$ cat src/core/cws_pkg.sv
// Purpose: Shared constants for the carrier, watchdog and stop controller
// Assumes: One oscillator clock per mclk_i cycle
// Notes:   Byte addresses of the APB register map

package cws_pkg;

	// ----------------------------------------
	// Register map
	// ----------------------------------------
	localparam logic [7:0] ADDR_CMD  = 8'h00;
	localparam logic [7:0] ADDR_XY   = 8'h04;
	localparam logic [7:0] ADDR_WAKE = 8'h08;
	localparam logic [7:0] ADDR_STAT = 8'h0C;
	localparam logic [7:0] ADDR_OUT  = 8'h10;

	// Field positions
	localparam int Y_LSB      = 0;
	localparam int X_LSB      = 4;
	localparam int STAT_WDT   = 8;
	localparam int OUT_UPPER  = 8;
	localparam int OUT_CAR    = 10;
	localparam int OUT_CARON  = 11;
	localparam int OUT_MODE   = 12;

	// ----------------------------------------
	// Instruction codes
	// ----------------------------------------
	localparam logic [3:0] OP_IDLE = 4'h0;
	localparam logic [3:0] OP_SO   = 4'h1;
	localparam logic [3:0] OP_RO   = 4'h2;
	localparam logic [3:0] OP_WATCHDOG_CLEAR_INSTRUCTION = 4'h3;
	localparam logic [3:0] OP_STOP = 4'h4;
	localparam logic [3:0] OP_LPY  = 4'h5;

	// Y selector values for output instructions
	localparam logic [3:0] Y_CARRIER = 4'h8;
	localparam logic [3:0] Y_ALL     = 4'h9;

	// ----------------------------------------
	// Carrier modes and timing in oscillator clocks
	// ----------------------------------------
	localparam logic [2:0] MODE_RESET  = 3'h0;
	localparam logic [2:0] MODE_STATIC = 3'h5;
	localparam logic [6:0] PER_12 = 7'h0C;
	localparam logic [6:0] PER_8  = 7'h08;
	localparam logic [6:0] PER_11 = 7'h0B;
	localparam logic [6:0] HI_6   = 7'h06;
	localparam logic [6:0] HI_4   = 7'h04;
	localparam logic [6:0] HI_3   = 7'h03;
	localparam logic [6:0] HI_2   = 7'h02;
	localparam int SLOW_SHIFT = 3;

	// ----------------------------------------
	// Timing
	// ----------------------------------------
	localparam int MCLK_PERIOD_NS = 4;
	localparam int CYC_FAST       = 6;
	localparam int CYC_SLOW       = 48;
	localparam int WDT_PRESCALE   = 6;
	localparam int WDT_STAGES     = 14;
	localparam int WDT_OVF_TICKS  = 8192;
	localparam int WAKE_BASE      = 1024;
	localparam int WAKE_MULT      = 8;
	localparam int WAKE_WAIT_CYC  = WAKE_BASE * WAKE_MULT;

	typedef enum logic [1:0] {ST_RUN, ST_STOP, ST_WAIT} cws_state_type;

endpackage

$ cat src/core/cws_carrier_watchdog.sv
// Purpose: Carrier output, watchdog and stop-mode control with APB access
// Assumes: Oscillator clock is mclk_i; wake inputs synchronous
// Notes:   Options are build-time parameters
//
// Overview of operation
// - Y value selects the carrier mode
// - Modes 0,1,6: period 12, high 1/2,1/3,1/4
// - Modes 2,3: period 8, high 1/2,1/4
// - Mode 4: period 11, high 4 clocks
// - Mode 5 generates no pulses
// - Slow cycle option: periods eight times longer
// - Option picks 48 or 6 clock cycle
// - Watchdog: 14 stages, fed at osc/6
// - Watchdog overflow causes internal reset
// - Clear instruction clears the watchdog
// - Option: carrier start also clears watchdog
// - Watchdog held clear in stop mode
// - Stop instruction halts the oscillator
// - Stop drives upper pair and carrier low
// - Other state kept during stop
// - Option: lower lines low or kept in stop
// - Enabled inputs low end stop mode
// - Wake restores lower lines and carrier
// - Wait 1024 times 8 clocks after wake
// - Stop with wake input low acts idle
// - Set starts carrier, reset stops it

`timescale 1ns/10ps

module cws_carrier_watchdog #(
	parameter bit OPT_SLOW_CYCLE  = 1'b0,
	parameter bit OPT_WDT_BY_CAR  = 1'b0,
	parameter bit OPT_STOP_LOWER0 = 1'b0,
	parameter int WDT_OVF_TICKS   = cws_pkg::WDT_OVF_TICKS,
	parameter int WAKE_WAIT_CYC   = cws_pkg::WAKE_WAIT_CYC
) (
	input  wire logic        mclk_i,
	input  wire logic        rst_b_i,
	input  wire logic        ce_i,
	input  wire logic        psel_i,
	input  wire logic        penable_i,
	input  wire logic        pwrite_i,
	input  wire logic [7:0]  paddr_i,
	input  wire logic [31:0] pwdata_i,
	output logic      [31:0] prdata_o,
	output logic             pready_o,
	output logic             pslverr_o,
	input  wire logic [3:0]  wake_k_i,
	input  wire logic [3:0]  wake_r_i,
	output logic      [7:0]  lower_output_lines_o,
	output logic      [1:0]  upper_output_pair_o,
	output logic             carrier_output_pin_o,
	output logic             wdt_reset_o,
	output logic             stop_mode_o,
	output logic             osc_run_o
);

	// ----------------------------------------
	// Local constants
	// ----------------------------------------
	localparam int CYC_LEN = OPT_SLOW_CYCLE ? cws_pkg::CYC_SLOW : cws_pkg::CYC_FAST;
	localparam logic [5:0]  CYC_LAST  = 6'(CYC_LEN - 1);
	localparam logic [13:0] WAIT_LAST = 14'(WAKE_WAIT_CYC - 1);

	// ----------------------------------------
	// State
	// ----------------------------------------
	cws_pkg::cws_state_type state_reg, state_next;
	logic [5:0]  cyc_reg, cyc_next;
	logic [13:0] wait_reg, wait_next;
	logic [3:0]  y_reg, y_next, op_reg, op_next;
	logic [1:0]  x_reg, x_next, upper_reg, upper_next, upper_pin_reg, upper_pin_next;
	logic [7:0]  wake_en_reg, wake_en_next, lower_reg, lower_next, lower_pin_reg, lower_pin_next;
	logic [2:0]  mode_reg, mode_next;
	logic [31:0] prdata_reg, prdata_next;
	logic        car_on_reg, car_on_next, pend_reg, pend_next, pready_reg, pready_next;
	logic        pslverr_reg, pslverr_next, car_pin_reg, car_pin_next, wdt_rst_reg, wdt_rst_next;
	logic        stop_pin_reg, stop_pin_next, osc_pin_reg, osc_pin_next;

	// ----------------------------------------
	// Sub-blocks
	// ----------------------------------------
	logic        wdt_clr, wdt_ovf, car_run, car_restart, car_level;
	logic        exec, wake_hit, apb_acc, addr_ok;
	logic [13:0] wdt_count;
	logic [6:0]  car_period, car_high;

	cws_wdt_cnt #(
		.OVF_TICKS (WDT_OVF_TICKS)
	) u_wdt (
		.mclk_i  (mclk_i),
		.rst_b_i (rst_b_i),
		.ce_i    (ce_i),
		.clr_i   (wdt_clr),
		.count_o (wdt_count),
		.ovf_o   (wdt_ovf)
	);

	cws_carrier_gen u_car (
		.mclk_i    (mclk_i),
		.rst_b_i   (rst_b_i),
		.ce_i      (ce_i),
		.run_i     (car_run),
		.restart_i (car_restart),
		.period_i  (car_period),
		.high_i    (car_high),
		.level_o   (car_level)
	);

	// ----------------------------------------
	// Carrier mode table
	// ----------------------------------------
	always_comb begin
		case (mode_reg)
			3'h1: begin
				car_period = cws_pkg::PER_12;
				car_high   = cws_pkg::HI_4;
			end
			3'h2: begin
				car_period = cws_pkg::PER_8;
				car_high   = cws_pkg::HI_4;
			end
			3'h3: begin
				car_period = cws_pkg::PER_8;
				car_high   = cws_pkg::HI_2;
			end
			3'h4: begin
				car_period = cws_pkg::PER_11;
				car_high   = cws_pkg::HI_4;
			end
			3'h6: begin
				car_period = cws_pkg::PER_12;
				car_high   = cws_pkg::HI_3;
			end
			default: begin
				car_period = cws_pkg::PER_12;
				car_high   = cws_pkg::HI_6;
			end
		endcase
		if (OPT_SLOW_CYCLE) begin
			car_period = car_period << cws_pkg::SLOW_SHIFT;
			car_high   = car_high << cws_pkg::SLOW_SHIFT;
		end
	end

	// ----------------------------------------
	// Control decode
	// ----------------------------------------
	assign exec     = pend_reg && (cyc_reg == CYC_LAST) && (state_reg == cws_pkg::ST_RUN);
	assign wake_hit = |(wake_en_reg & ~{wake_r_i, wake_k_i});
	assign apb_acc  = psel_i && penable_i && !pready_reg;
	assign addr_ok  = (paddr_i == cws_pkg::ADDR_CMD) || (paddr_i == cws_pkg::ADDR_XY) ||
		(paddr_i == cws_pkg::ADDR_WAKE) || (paddr_i == cws_pkg::ADDR_STAT) ||
		(paddr_i == cws_pkg::ADDR_OUT);

	assign car_restart = exec && (op_reg == cws_pkg::OP_SO) && (y_reg == cws_pkg::Y_CARRIER);
	assign car_run     = car_on_reg && (mode_reg != cws_pkg::MODE_STATIC) &&
		(state_reg != cws_pkg::ST_STOP);

	assign wdt_clr = (state_reg == cws_pkg::ST_STOP) ||
		(exec && op_reg == cws_pkg::OP_WATCHDOG_CLEAR_INSTRUCTION) ||
		(OPT_WDT_BY_CAR && car_restart);

	// ----------------------------------------
	// Instruction execution and stop control
	// ----------------------------------------
	always_comb begin
		state_next   = state_reg;
		cyc_next     = (cyc_reg == CYC_LAST) ? 6'h00 : cyc_reg + 6'h01;
		wait_next    = wait_reg;
		y_next       = y_reg;
		x_next       = x_reg;
		wake_en_next = wake_en_reg;
		mode_next    = mode_reg;
		car_on_next  = car_on_reg;
		lower_next   = lower_reg;
		upper_next   = upper_reg;
		pend_next    = pend_reg;
		op_next      = op_reg;
		wdt_rst_next = 1'b0;
		if (exec) begin
			pend_next = 1'b0;
			case (op_reg)
				cws_pkg::OP_SO, cws_pkg::OP_RO: begin
					if (x_reg[1]) begin
						if (y_reg[3:1] == 3'h0) begin
							upper_next[y_reg[0]] = (op_reg == cws_pkg::OP_SO);
						end
					end else if (!y_reg[3]) begin
						lower_next[y_reg[2:0]] = (op_reg == cws_pkg::OP_SO);
					end else if (y_reg == cws_pkg::Y_CARRIER) begin
						car_on_next = (op_reg == cws_pkg::OP_SO);
					end else if (y_reg == cws_pkg::Y_ALL) begin
						lower_next = {8{op_reg == cws_pkg::OP_SO}};
						upper_next = {2{op_reg == cws_pkg::OP_SO}};
					end
				end
				cws_pkg::OP_LPY: begin
					mode_next = y_reg[2:0];
				end
				cws_pkg::OP_STOP: begin
					if (!wake_hit) begin
						state_next = cws_pkg::ST_STOP;
						upper_next = 2'h0;
					end
				end
				default: pend_next = 1'b0;
			endcase
		end
		case (state_reg)
			cws_pkg::ST_STOP: begin
				cyc_next = cyc_reg;
				if (wake_hit) begin
					state_next = cws_pkg::ST_WAIT;
					wait_next  = 14'h0000;
				end
			end
			cws_pkg::ST_WAIT: begin
				cyc_next  = 6'h00;
				wait_next = wait_reg + 14'h0001;
				if (wait_reg == WAIT_LAST) begin
					state_next = cws_pkg::ST_RUN;
				end
			end
			default: wait_next = wait_reg;
		endcase
		if (apb_acc && pwrite_i) begin
			if (paddr_i == cws_pkg::ADDR_XY) begin
				y_next = pwdata_i[cws_pkg::Y_LSB +: 4];
				x_next = pwdata_i[cws_pkg::X_LSB +: 2];
			end
			if (paddr_i == cws_pkg::ADDR_WAKE) begin
				wake_en_next = pwdata_i[7:0];
			end
			if (paddr_i == cws_pkg::ADDR_CMD && !pend_reg && state_reg == cws_pkg::ST_RUN) begin
				pend_next = (pwdata_i[3:0] != cws_pkg::OP_IDLE);
				op_next   = pwdata_i[3:0];
			end
		end
		if (wdt_ovf) begin
			state_next   = cws_pkg::ST_RUN;
			cyc_next     = 6'h00;
			y_next       = 4'h0;
			x_next       = 2'h0;
			mode_next    = cws_pkg::MODE_RESET;
			car_on_next  = 1'b0;
			lower_next   = 8'h00;
			upper_next   = 2'h0;
			pend_next    = 1'b0;
			wdt_rst_next = 1'b1;
		end
	end

	// ----------------------------------------
	// Pin drivers
	// ----------------------------------------
	always_comb begin
		lower_pin_next = lower_reg;
		upper_pin_next = upper_reg;
		stop_pin_next  = (state_next == cws_pkg::ST_STOP);
		osc_pin_next   = (state_next != cws_pkg::ST_STOP);
		car_pin_next   = car_on_reg && (car_run ? car_level : 1'b1);
		if (state_reg == cws_pkg::ST_STOP) begin
			upper_pin_next = 2'h0;
			car_pin_next   = 1'b0;
			if (OPT_STOP_LOWER0) begin
				lower_pin_next = 8'h00;
			end
		end
	end

	// ----------------------------------------
	// APB slave: one wait state, then answer
	// ----------------------------------------
	always_comb begin
		pready_next  = apb_acc;
		pslverr_next = apb_acc && !addr_ok;
		prdata_next  = 32'h0000_0000;
		if (apb_acc && !pwrite_i) begin
			case (paddr_i)
				cws_pkg::ADDR_CMD: prdata_next[4:0] = {pend_reg, op_reg};
				cws_pkg::ADDR_XY: prdata_next[5:0] = {x_reg, y_reg};
				cws_pkg::ADDR_WAKE: prdata_next[7:0] = wake_en_reg;
				cws_pkg::ADDR_STAT: begin
					prdata_next[1:0] = state_reg;
					prdata_next[cws_pkg::STAT_WDT +: 14] = wdt_count;
				end
				cws_pkg::ADDR_OUT: begin
					prdata_next[7:0] = lower_pin_reg;
					prdata_next[cws_pkg::OUT_UPPER +: 2] = upper_pin_reg;
					prdata_next[cws_pkg::OUT_CAR]   = car_pin_reg;
					prdata_next[cws_pkg::OUT_CARON] = car_on_reg;
					prdata_next[cws_pkg::OUT_MODE +: 3] = mode_reg;
				end
				default: prdata_next = 32'h0000_0000;
			endcase
		end
	end

	// ----------------------------------------
	// Registers; external reset timing is the board's duty
	// ----------------------------------------
	always_ff @(posedge mclk_i or negedge rst_b_i) begin
		if (!rst_b_i) begin
			state_reg     <= cws_pkg::ST_RUN;
			cyc_reg       <= 6'h00;
			wait_reg      <= 14'h0000;
			y_reg         <= 4'h0;
			x_reg         <= 2'h0;
			wake_en_reg   <= 8'h00;
			mode_reg      <= cws_pkg::MODE_RESET;
			car_on_reg    <= 1'b0;
			lower_reg     <= 8'h00;
			upper_reg     <= 2'h0;
			pend_reg      <= 1'b0;
			op_reg        <= cws_pkg::OP_IDLE;
			prdata_reg    <= 32'h0000_0000;
			pready_reg    <= 1'b0;
			pslverr_reg   <= 1'b0;
			lower_pin_reg <= 8'h00;
			upper_pin_reg <= 2'h0;
			car_pin_reg   <= 1'b0;
			wdt_rst_reg   <= 1'b0;
			stop_pin_reg  <= 1'b0;
			osc_pin_reg   <= 1'b1;
		end else if (ce_i) begin
			state_reg     <= state_next;
			cyc_reg       <= cyc_next;
			wait_reg      <= wait_next;
			y_reg         <= y_next;
			x_reg         <= x_next;
			wake_en_reg   <= wake_en_next;
			mode_reg      <= mode_next;
			car_on_reg    <= car_on_next;
			lower_reg     <= lower_next;
			upper_reg     <= upper_next;
			pend_reg      <= pend_next;
			op_reg        <= op_next;
			prdata_reg    <= prdata_next;
			pready_reg    <= pready_next;
			pslverr_reg   <= pslverr_next;
			lower_pin_reg <= lower_pin_next;
			upper_pin_reg <= upper_pin_next;
			car_pin_reg   <= car_pin_next;
			wdt_rst_reg   <= wdt_rst_next;
			stop_pin_reg  <= stop_pin_next;
			osc_pin_reg   <= osc_pin_next;
		end
	end

	assign prdata_o             = prdata_reg;
	assign pready_o             = pready_reg;
	assign pslverr_o            = pslverr_reg;
	assign lower_output_lines_o = lower_pin_reg;
	assign upper_output_pair_o  = upper_pin_reg;
	assign carrier_output_pin_o = car_pin_reg;
	assign wdt_reset_o          = wdt_rst_reg;
	assign stop_mode_o          = stop_pin_reg;
	assign osc_run_o            = osc_pin_reg;

endmodule // cws_carrier_watchdog

$ cat src/core/cws_carrier_gen.sv
// Purpose: Carrier pulse counter, high part first in each period
// Assumes: period and high stable while running
// Notes:   Level output is combinational; the top registers it

`timescale 1ns/10ps

module cws_carrier_gen (
	input  wire logic       mclk_i,
	input  wire logic       rst_b_i,
	input  wire logic       ce_i,
	input  wire logic       run_i,
	input  wire logic       restart_i,
	input  wire logic [6:0] period_i,
	input  wire logic [6:0] high_i,
	output logic            level_o
);

	logic [6:0] cnt_reg;
	logic [6:0] cnt_next;

	always_comb begin
		if (!run_i || restart_i || cnt_reg >= period_i - 7'h01) begin
			cnt_next = 7'h00;
		end else begin
			cnt_next = cnt_reg + 7'h01;
		end
	end

	always_ff @(posedge mclk_i or negedge rst_b_i) begin
		if (!rst_b_i) begin
			cnt_reg <= 7'h00;
		end else if (ce_i) begin
			cnt_reg <= cnt_next;
		end
	end

	assign level_o = run_i && !restart_i && (cnt_reg < high_i);

endmodule // cws_carrier_gen

$ cat src/core/cws_wdt_cnt.sv
// Purpose: Watchdog prescaler and binary counter
// Assumes: clr_i wins over counting
// Notes:   ovf_o is a one-cycle pulse

`timescale 1ns/10ps

module cws_wdt_cnt #(
	parameter int OVF_TICKS = cws_pkg::WDT_OVF_TICKS
) (
	input  wire logic        mclk_i,
	input  wire logic        rst_b_i,
	input  wire logic        ce_i,
	input  wire logic        clr_i,
	output logic [13:0]      count_o,
	output logic             ovf_o
);

	localparam logic [2:0]  PRE_LAST = 3'(cws_pkg::WDT_PRESCALE - 1);
	localparam logic [13:0] CNT_LAST = 14'(OVF_TICKS - 1);

	logic [2:0]  pre_reg;
	logic [2:0]  pre_next;
	logic [13:0] cnt_reg;
	logic [13:0] cnt_next;
	logic        tick;

	assign tick = (pre_reg == PRE_LAST);

	always_comb begin
		pre_next = tick ? 3'h0 : pre_reg + 3'h1;
		cnt_next = tick ? cnt_reg + 14'h0001 : cnt_reg;
		if (clr_i || ovf_o) begin
			pre_next = 3'h0;
			cnt_next = 14'h0000;
		end
	end

	always_ff @(posedge mclk_i or negedge rst_b_i) begin
		if (!rst_b_i) begin
			pre_reg <= 3'h0;
			cnt_reg <= 14'h0000;
		end else if (ce_i) begin
			pre_reg <= pre_next;
			cnt_reg <= cnt_next;
		end
	end

	assign ovf_o   = !clr_i && tick && (cnt_reg == CNT_LAST);
	assign count_o = cnt_reg;

endmodule // cws_wdt_cnt

$ cat config.mk
export PLATFORM = sky130hd
export DESIGN_NAME = cws_carrier_watchdog
export DESIGN_NICKNAME = d
export VERILOG_FILES = /design/src/core/cws_pkg.sv /design/src/core/cws_carrier_watchdog.sv /design/src/core/cws_carrier_gen.sv /design/src/core/cws_wdt_cnt.sv
export SDC_FILE = /design/constraint.sdc
export NUM_CORES = 1
export LEC_CHECK = 0
export BUFFER_PORTS_ARGS = -buffer_cell sky130_fd_sc_hd__buf_2
export CAP_MARGIN = 10
export CORE_UTILIZATION = 57
export DETAILED_ROUTE_END_ITERATION = 10
export PLACE_DENSITY_LB_ADDON = 0.25
export REMOVE_ABC_BUFFERS = 1
export SYNTH_ARGS = -nofsm -noshare
export SYNTH_HDL_FRONTEND = slang
export SYNTH_SLANG_ARGS = --single-unit
$ cat constraint.sdc
create_clock -name mclk_i -period 2.78 [get_ports mclk_i]
set_input_delay 0.278 -clock mclk_i [delete_from_list [all_inputs] [get_ports mclk_i]]
set_output_delay 0.278 -clock mclk_i [all_outputs]
set_load 0.01 [all_outputs]
; After elaboration in Yosys (flattened, before gate mapping)
; Cells that the tools add are included.
[word_totals]
ff_bits = 127
elab_cells = 209
inputBits = 54
[op_classes]
addsub = 6
n_eq_ne = 36
bitwise_logic = 2
magnitude_cmp = 6
n_reduce_logical = 64
mux = 71
[ops]
columns = operator, n
row1 = $mux W8, 7
row2 = $mux W14, 3
row3 = $mux W2, 18
row4 = $add A14 B1 Y14 const B, 2
row5 = $eq A14 B13 Y1 const B, 2
row6 = $pmux W14 S2, 1
row7 = $mux W22, 1
row8 = $logic_and A1 B1 Y1, 21
row9 = $reduce_bool A2 Y1, 9
row10 = $eq A8 B4 Y1 const B, 2
row11 = $ne A4 B3 Y1 const B, 4
row12 = $mux W1, 15
row13 = $mux W3, 5
row14 = $reduce_and A3 Y1, 5
row15 = $mux W7, 2
row16 = $pmux W7 S2, 1
row17 = $mux W4, 3
row18 = $mux W6, 2
row19 = $pmux W2 S2, 3
row20 = $pmux W3 S4, 1
row21 = $pmux W6 S2, 1
row22 = $reduce_and A6 Y1, 2
row23 = $pmux W2 S5, 1
row24 = $eq A3 B3 Y1 const B, 3
row25 = 47 further kinds, 71

; Longest topological paths before layout
; Gate-level depths: netlist of the first run.
[depth]
depth_word = 11
mapped_depth = 10
ltp_nobuf = 8

; Modules after synthesis
; Synthesis of the first run repeated with hierarchy kept, for this count alone.
[hier_totals]
hier_cells = 666
hier_area_um2 = 6685.2
[by_module_without_submodules]
columns = mod, seq_area_each_um2, area_each_um2, n_inst, cells_per_inst
row1 = cws_carrier_watchdog, 2328.5, 4982.3, 1, 477
row2 = cws_wdt_cnt, 425.4, 963.4, 1, 104
row3 = cws_carrier_gen, 175.2, 739.5, 1, 85

; Worst setup path after synthesis of the first run
; No wires, ideal clock.
[synth_timing]
path_type = register to register
start = reg state_reg[0]
end = reg lower_reg[5], in the netlist lower_pin_next[5]
arrival_time_ns = 2.113
setup_slack_ns = 0.587
path_stages_with_launch = 10
path_cell_list = dfrtp_1 -> inv_1 -> ha_1 -> and4bb_4 -> nand2_2 -> a2111oi_2 -> o21ai_2 -> or3_1 -> buf_6 -> o22ai_2
[synth_between]
elab_chain_len = 9
word_cells_on_any_way = 15
cone_classes = eq/ne (4) / mux (1) / reduce/logical (10)
[synth_rtl]
columns = element, line
row1 = from (decl), cws_carrier_watchdog.sv:68  ; cws_pkg::cws_state_type state_reg, state_next;
row2 = from (signal assigned), cws_carrier_watchdog.sv:305  ; state_reg <= cws_pkg::ST_RUN;
row3 = from (signal assigned), cws_carrier_watchdog.sv:327  ; state_reg <= state_next;
row4 = $logic_not A2 Y1, cws_carrier_watchdog.sv:149  ; assign exec = pend_reg && (cyc_reg == CYC_LAST) && (state_reg == cws_pkg::ST_RUN);
row5 = $logic_and A1 B1 Y1, cws_carrier_watchdog.sv:149
row6 = $logic_and A1 B1 Y1, cws_carrier_watchdog.sv:161  ; (exec && op_reg == cws_pkg::OP_WATCHDOG_CLEAR_INSTRUCTION) ||
row7 = $logic_or A1 B1 Y1, cws_carrier_watchdog.sv:160  ; assign wdt_clr = (state_reg == cws_pkg::ST_STOP) ||
row8 = $logic_not A1 Y1, cws_wdt_cnt.sv:48  ; assign ovf_o = !clr_i && tick && (cnt_reg == CNT_LAST);
row9 = $logic_and A1 B1 Y1 (2 in series), cws_wdt_cnt.sv:48
row10 = $ne A3 B1 Y1 (no line) (tied with other cells), -
row11 = $reduce_and A6 Y1 (no line), -
row12 = to (signal assigned), cws_carrier_watchdog.sv:335  ; lower_reg <= lower_next;
row13 = to (decl), cws_carrier_watchdog.sv:73  ; logic [7:0] wake_en_reg, wake_en_next, lower_reg, lower_next, lower_pin_reg, lower_pin_next;
; Several ways; a longest one is shown, not always the timed one.
; A chain may end at the register's enable or synchronous reset.

; Worst setup path after layout of the first run
[layout_timing]
start = reg state_reg[0]
end = reg lower_reg[6], in the netlist lower_pin_next[6]
; Same word-level chain as after synthesis.

==> results.yml, run 1 <==
cells_and_area:
  final_nets: 766
  diodes: 0
  regArea_sq_mm: 0.00293
  final_cell_mix: "116 x dfrtp_1, 66 x buf_2, 49 x nor2_1, 46 x nand2_1, 30 x o21ai_0"
  drive_above_1_share_pct: 22.8
  final_util_pct: 70.2
  final_common_cell: "dfrtp_1"
  largest_reg_flops: 22
  multi_input_area_sq_mm: 0.00304
  fill_cells: 785
  syn_to_final_growth_pct: 18.1
timing:
  slew_viol_final: 0
  setup_tns_ns: 0
  fin_crit_ns: 2.60
  tightest_slew_ns: 0.608
  clock.fmax_mhz: 384
  finalCritPeriodShare_pct: 93.7
  setup_violations: 0
  finClkSkew_ns: 0.00611
  rsz0062_at_grt: "false"
  finalHoldViolations: 0
  slew_headroom_pct: 59.4
synth:
  yosysWarningCount: 0
  synth_edf_count: 0
  netlist_instances: 616
  synthFlopType: "dfrtp_1"
  synth.distinct_cells: 73
  async_reset_ff_share_pct: 100
  synth_area_sq_mm: 0.00622
  avgSynthCellArea_sq_um: 10.1
  synth-seq-area-share_pct: 47.1
  synth_seq_cells: 117
global_route:
  overflow: 0
  grt_pass1_wl_um: 25500
  track_usage_pct: 29.1
  grt_pass1_vias: 5212
  antenna_found_initial: 0
  grt_max_degree: 118
placement:
  place_hpwl_um: 10300
  gp_congestion: 0.873
  port_buffers: 67
detailed_routing:
  postRouteAntennaNets: 0
  vias: 5168
  drt_pre_antenna_iters: 6
  wl_um: 15200
  drt-vias-per-instance: 6.09
  routedWlPerCell_um: 17.9
  routed-wl-met3_um: 777
  routed-wl-met2_um: 7150
  top_layer: "met4"
  met1_length_um: 6860
  drc: 0
  drt_iter0_drc: 317
setup_path:
  critPathLaunchType: "flip-flop"
  worstPathMaxFanout: 8
  worstRegToRegCells: 8
  required_ns: 3.24
  worstPathArrival_ns: 3.06
  end_kind: "flip-flop"
  critPathKind: "flip-flop to flip-flop"
die:
  initial_core_util_pct: 59.4
  die_x_um: 106
  io_pins: 102
  die_area_sq_mm: 0.0113
  num_rows: 37
  coreArea_sq_mm: 0.0105
  fp.dieH_um: 106
power:
  power_frac_comb_pct: 11.0
  ir_drop_v: 0.000457
  leakage_nw: 3.46
  power_switching_mw: 1.21
  seqPwrFrac_pct: 43.7
  power_frac_clock_pct: 45.3
  cellPowerDensity_mw_per_mm2: 617
  p_int_mw: 3.32
  switching_share_pct: 26.8
cts:
  clkTransAtPathRegs_ns: 0.06
  cts_tree: "built"
  clock_latency_ns: 0.54
  cts_root_buf: "clkbuf_8"
  clock_sinks: 117
  cts_buffers: 17
  h-tree-depth: 4
  cts.path.max_buffers: 2
run:
  drv_cap: 0
status:
  outcome: "finished, final reports clean"
worst_hold_path:
  hold_path.class: "input port to flip-flop"
  hold_depth: 2
final timing paths:
kind / from / end / slack (ns)
min in group asynchronous: rst_b_i / prdata_o[6]$_DFFE_PN0P_ / 0.39
hold reg to reg: prdata_o[2]$_DFFE_PN0P_ / prdata_o[2]$_DFFE_PN0P_ / 0.48
setup / recovery: state_reg[0]$_DFFE_PN0P_ / lower_pin_next[6]$_DFFE_PN0P_ / 0.18
hold / removal: pwdata_i[1] / y_reg[1]$_DFFE_PN0P_ / 0.03
setup reg to reg: state_reg[0]$_DFFE_PN0P_ / lower_pin_next[6]$_DFFE_PN0P_ / 0.18
max in group asynchronous: rst_b_i / wait_reg[8]$_DFFE_PN0P_ / 1.96
cell type report:
class                      instances  area share [%]
clock buffer                      23            6.62
clock inverter                     9            1.02
inverter                          24            1.23
multi-input combinational        446            41.3
sequential                       117            39.9
tap                              136            2.32
timing repair buffer              93            7.63
logic make-up after synthesis:
family          Yosys count  synth area share [%]
simple gates            226                  19.5
compound gates          144                  17.6
flops                   117                  47.1
buf+inv                  62                  4.63
mux                      31                  5.43
xor+xnor                 22                  3.10
fa+ha+maj                13                  2.62
other cells               1                0.0603
power by group through the flow:
stage	Sequential, mW	Clock [mW]	Combinational, mW
4_1_cts	1.98	2.09	0.499
3_3_place_gp	1.99	0	0.472
2_1_floorplan	1.97	0	0.316
3_5_place_dp	2.00	0	0.490
5_1_grt	2.00	2.16	0.569
6_report	1.98	2.05	0.498
critical path: stages (launching register included):
cell and delay [ns]:
dfrtp_1 0.40, inv_1 0.10, ha_1 0.24, and4bb_4 0.22, a41oi_4 0.27, and3_1 0.41, o21ai_2 0.17, or3_1 0.50
o22ai_2 0.22
synth_stat cells (all sizes together), types with 3 or more instances:
master	n	area, sq um
a2111oi	4	43.8
a21o	4	30.0
a21oi	22	110
a221o	11	110
a221oi	3	26.3
a22o	17	149
a31oi	8	50.1
and2	8	50.1
and3	10	62.6
and3b	3	26.3
buf	20	130
clkbuf	18	67.6
dfrtp	116	2900
ha	13	163
inv	23	86.3
mux2	22	248
mux2i	9	90.1
nand2	47	179
nand2b	5	31.3
nand3	24	120
nand3b	7	52.6
nand4	11	75.1
nor2	50	190
nor2b	20	125
nor3	15	80.1
nor4	9	86.3
o21ai	34	174
o22ai	5	56.3
o2bb2ai	9	78.8
o31ai	8	60.1
o41ai	3	45.1
or2	3	18.8
or3	5	31.3
or4	3	22.5
xnor2	10	87.6
xor2	12	105
per-layer routing:
metal  vias up  global-route usage, %
met5         -                      0
met2       185                   46.6
met4         0                   10.2
li1       2402                      -
met3        36                   7.30
met1      2545                   38.6
repair_timing:
item | CTS | global route
gates resized for setup | 0 | 0
setup buffers | 0 | 0
hold buffers | 6 | 0
hold endpoints to repair | 123 | 0
metrics by stage:
step / total power [mW] / std cells / cell area (sq um) / setup WS (ns) / hold WS [ns]
detailed placement: 2.49 / 810 / 6730 / 0.202 / 0.417
floorplan: 2.28 / 587 / 6060 / 0.458 / -0.0176
CTS: 4.56 / 848 / 7350 / 0.164 / 0.00515
global route: 4.72 / 848 / 7350 / 0.00605 / 0.0154
global placement: 2.46 / 810 / 6730 / 0.242 / 0.420
finish: 4.53 / 848 / 7350 / 0.176 / 0.0326
No activity file was read; power rests on OpenSTA's default activity.
==> run 2: changes to the inputs <==
--- a/config.mk
+++ b/config.mk
@@ -5,9 +5,11 @@
 export SDC_FILE = /design/constraint.sdc
 export NUM_CORES = 1
 export LEC_CHECK = 0
+export ABC_AREA = 1
 export BUFFER_PORTS_ARGS = -buffer_cell sky130_fd_sc_hd__buf_2
 export CAP_MARGIN = 10
 export CORE_UTILIZATION = 57
+export CTS_CLUSTER_SIZE = 8
 export DETAILED_ROUTE_END_ITERATION = 10
 export PLACE_DENSITY_LB_ADDON = 0.25
 export REMOVE_ABC_BUFFERS = 1
==> run 2 against run 1 <==
  * Utilization is 1.5 points lower
  * Cell count grew 27%
  * Via count grew 15%
  * Clock skew about the same
  * Clock-buffer cell count down 1
  * Sequential cell count stayed put
  * Fmax is 18% higher
  * Largest cell class unchanged
  * Highest routed layer unchanged
==> results.yml, run 2 <==
die:
  initial_core_util_pct: 59.7
  die_x_um: 110
  coreArea_sq_mm: 0.0111
  num_rows: 38
  die_area_sq_mm: 0.0120
  fp.dieH_um: 110
  io_pins: 102
synth:
  yosys.area.top_type: "dfrtp_1"
  synth.most_common_cell: "nand2_1"
  yosysWarningCount: 0
  synth-seq-area-share_pct: 44.3
  synth_edf_count: 0
  ys_top_cells_by_count: "194 x nand2_1, 116 x dfrtp_1, 116 x inv_1, 75 x nand3_1, 68 x o21ai_0"
  synth.distinct_cells: 41
  synth_area_leaders: "dfrtp_1 44%, nand2_1 11%, inv_1 6.6%"
  netlist_instances: 848
  avgSynthCellArea_sq_um: 7.80
  yosys.area.top_type_share_pct: 43.9
  async_reset_ff_share_pct: 100
  synthFlopType: "dfrtp_1"
  synth_area_sq_mm: 0.00662
  synth_seq_cells: 117
detailed_routing:
  drc: 0
  routedWlPerCell_um: 14.7
  drt_iter0_drc: 455
  vias: 5927
  drt-vias-per-instance: 5.52
  postRouteAntennaNets: 0
  wl_um: 15800
  drt_pre_antenna_iters: 6
placement:
  place_area_sq_mm: 0.00703
  gp_congestion: 0.869
  port_buffers: 67
  dp.cells: 1041
  dp_slack_ns: 0.638
  place_hpwl_um: 11100
cells_and_area:
  final_util_pct: 68.7
  diodes: 0
  drive_above_1_share_pct: 15.3
  largest_reg_flops: 22
  final_cells: 1074
  syn_to_final_growth_pct: 15.1
  final_cell_mix: "194 x nand2_1, 116 x inv_1, 116 x dfrtp_1, 75 x nand3_1, 68 x o21ai_0"
  design_area_sq_mm: 0.00762
  final_common_cell: "nand2_1"
  final_nets: 988
setup_path:
  required_ns: 3.08
  critPathLaunchType: "flip-flop"
  worstPathArrival_ns: 2.50
  worstPathMaxFanout: 14
  critPathKind: "flip-flop to flip-flop"
  reg2reg_slack_ns: 0.58
  end_kind: "flip-flop"
global_route:
  antenna_found_initial: 0
  track_usage_pct: 28.7
  grt_pass1_vias: 5509
  grt_pass1_wl_um: 26200
  grt_max_degree: 47
  overflow: 0
status:
  outcome: "finished, final reports clean"
timing:
  finalWorstSetupSlack_ns: 0.579
  finClkSkew_ns: 0.00641
  fin_crit_ns: 2.20
  finalCritPeriodShare_pct: 79.2
  tightest_slew_ns: 0.618
  finalHoldViolations: 0
  setup_tns_ns: 0
  setup_violations: 0
  slew_headroom_pct: 58.8
  clock.fmax_mhz: 454
  rsz0062_at_grt: "false"
  slew_viol_final: 0
power:
  p_int_mw: 3.43
  leakage_nw: 3.67
  power_frac_comb_pct: 13.8
  power_frac_clock_pct: 43.4
  switching_share_pct: 28.6
  seqPwrFrac_pct: 42.8
  ir_drop_v: 0.000595
  power_switching_mw: 1.38
  cellPowerDensity_mw_per_mm2: 631
cts:
  cts_root_buf: "clkbuf_16"
  cts.path.max_buffers: 2
  post-cts-setup-buffer-count: 0
  clkTransAtPathRegs_ns: 0.05
  cts_tree: "built"
  cts_resized: 0
  clock_latency_ns: 0.42
  cts_buffers: 17
  h-tree-depth: 4
  cts.hold.buffers_added: 1
  clock_sinks: 117
run:
  drv_cap: 0
worst_hold_path:
  hold_path.class: "input port to flip-flop"
[run 2: cell types whose count changed after synthesis, moves of 20 or more]
cell     previous run  this run
nand3_1            24        75
nor2b_1            20         0
inv_1              23       116
mux2_2             22         2
o21ai_0            30        68
nand2_1            46       194
[run 2: cell families (layout without fill, tap and decap cells)]
group	after synthesis	after routing	synth area share, %
adder cells (fa/ha/maj)	13	13	2.46
buffers and inverters	152	229	9.87
flip-flops	117	117	44.3
AND/OR/NAND/NOR	409	409	28.6
AO/OA/AOI/OAI	138	138	12.3
multiplexers	2	2	0.340
XOR/XNOR	16	16	2.12
other	1	10	0.0567
[run 2: worst paths after layout]
path	startpoint	endpoint	cells after the start
max	u_wdt.count_o[1]$_DFFE_PN0P_	lower_pin_next[6]$_DFFE_PN0P_	10
min	pwdata_i[6]	wake_en_reg[6]$_DFFE_PN0P_	2
max reg2reg	u_wdt.count_o[1]$_DFFE_PN0P_	lower_pin_next[6]$_DFFE_PN0P_	10
min reg2reg	lower_pin_next[7]$_DFFE_PN0P_	lower_pin_next[7]$_DFFE_PN0P_	2
max in group asynchronous	rst_b_i	u_wdt.count_o[10]$_DFFE_PN0P_	3
min in group asynchronous	rst_b_i	wait_reg[12]$_DFFE_PN0P_	2
[run 2: metrics by stage]
step | power [mW] | hold slack, ns
after floorplan | 2.50 | -0.0176
after global placement | 2.70 | 0.322
after detailed placement | 2.73 | 0.324
after CTS | 4.82 | 0.0972
after global routing | 5.01 | 0.111
final | 4.81 | 0.0995
[run 2: cell type report]
class	instances	area (sq um)
Sequential cell	117	2930
Fill cell	925	3460
Timing Repair Buffer	75	413
Clock buffer	22	494
Multi-Input combinational cell	588	3070
Inverter	122	458
Clock inverter	10	77.6
Tap cell	140	175
[run 2: critical path, stage by stage (launching register included)]
cell and delay [ns]:
dfrtp_1 0.42, ha_1 0.21, nand2_1 0.11, nor2_4 0.16, nand2_1 0.14, nor2_2 0.17
nand4_4 0.29, nand3_2 0.32, nand3_1 0.12, nand2_1 0.07, nand2_1 0.06
[run 2: power by group through the flow]
| stage | Combinational [mW] | Clock (mW) | Sequential, mW |
|---|---|---|---|
| finish | 0.664 | 2.08 | 2.06 |
| global route | 0.756 | 2.17 | 2.08 |
| CTS | 0.668 | 2.11 | 2.05 |
| detailed placement | 0.659 | 0 | 2.07 |
| global placement | 0.636 | 0 | 2.07 |
| floorplan | 0.461 | 0 | 2.04 |
[run 2: per-layer routing]
| layer | up-vias | global-route usage, % | part of all wire [%] |
|---|---|---|---|
| met3 | 26 | 6.82 | 6.3 |
| met2 | 193 | 46.0 | 45 |
| li1 | 2932 | - | - |
| met4 | 0 | 7.71 | 1.2 |
| met5 | - | 0 | 0 |
| met1 | 2776 | 39.0 | 47 |
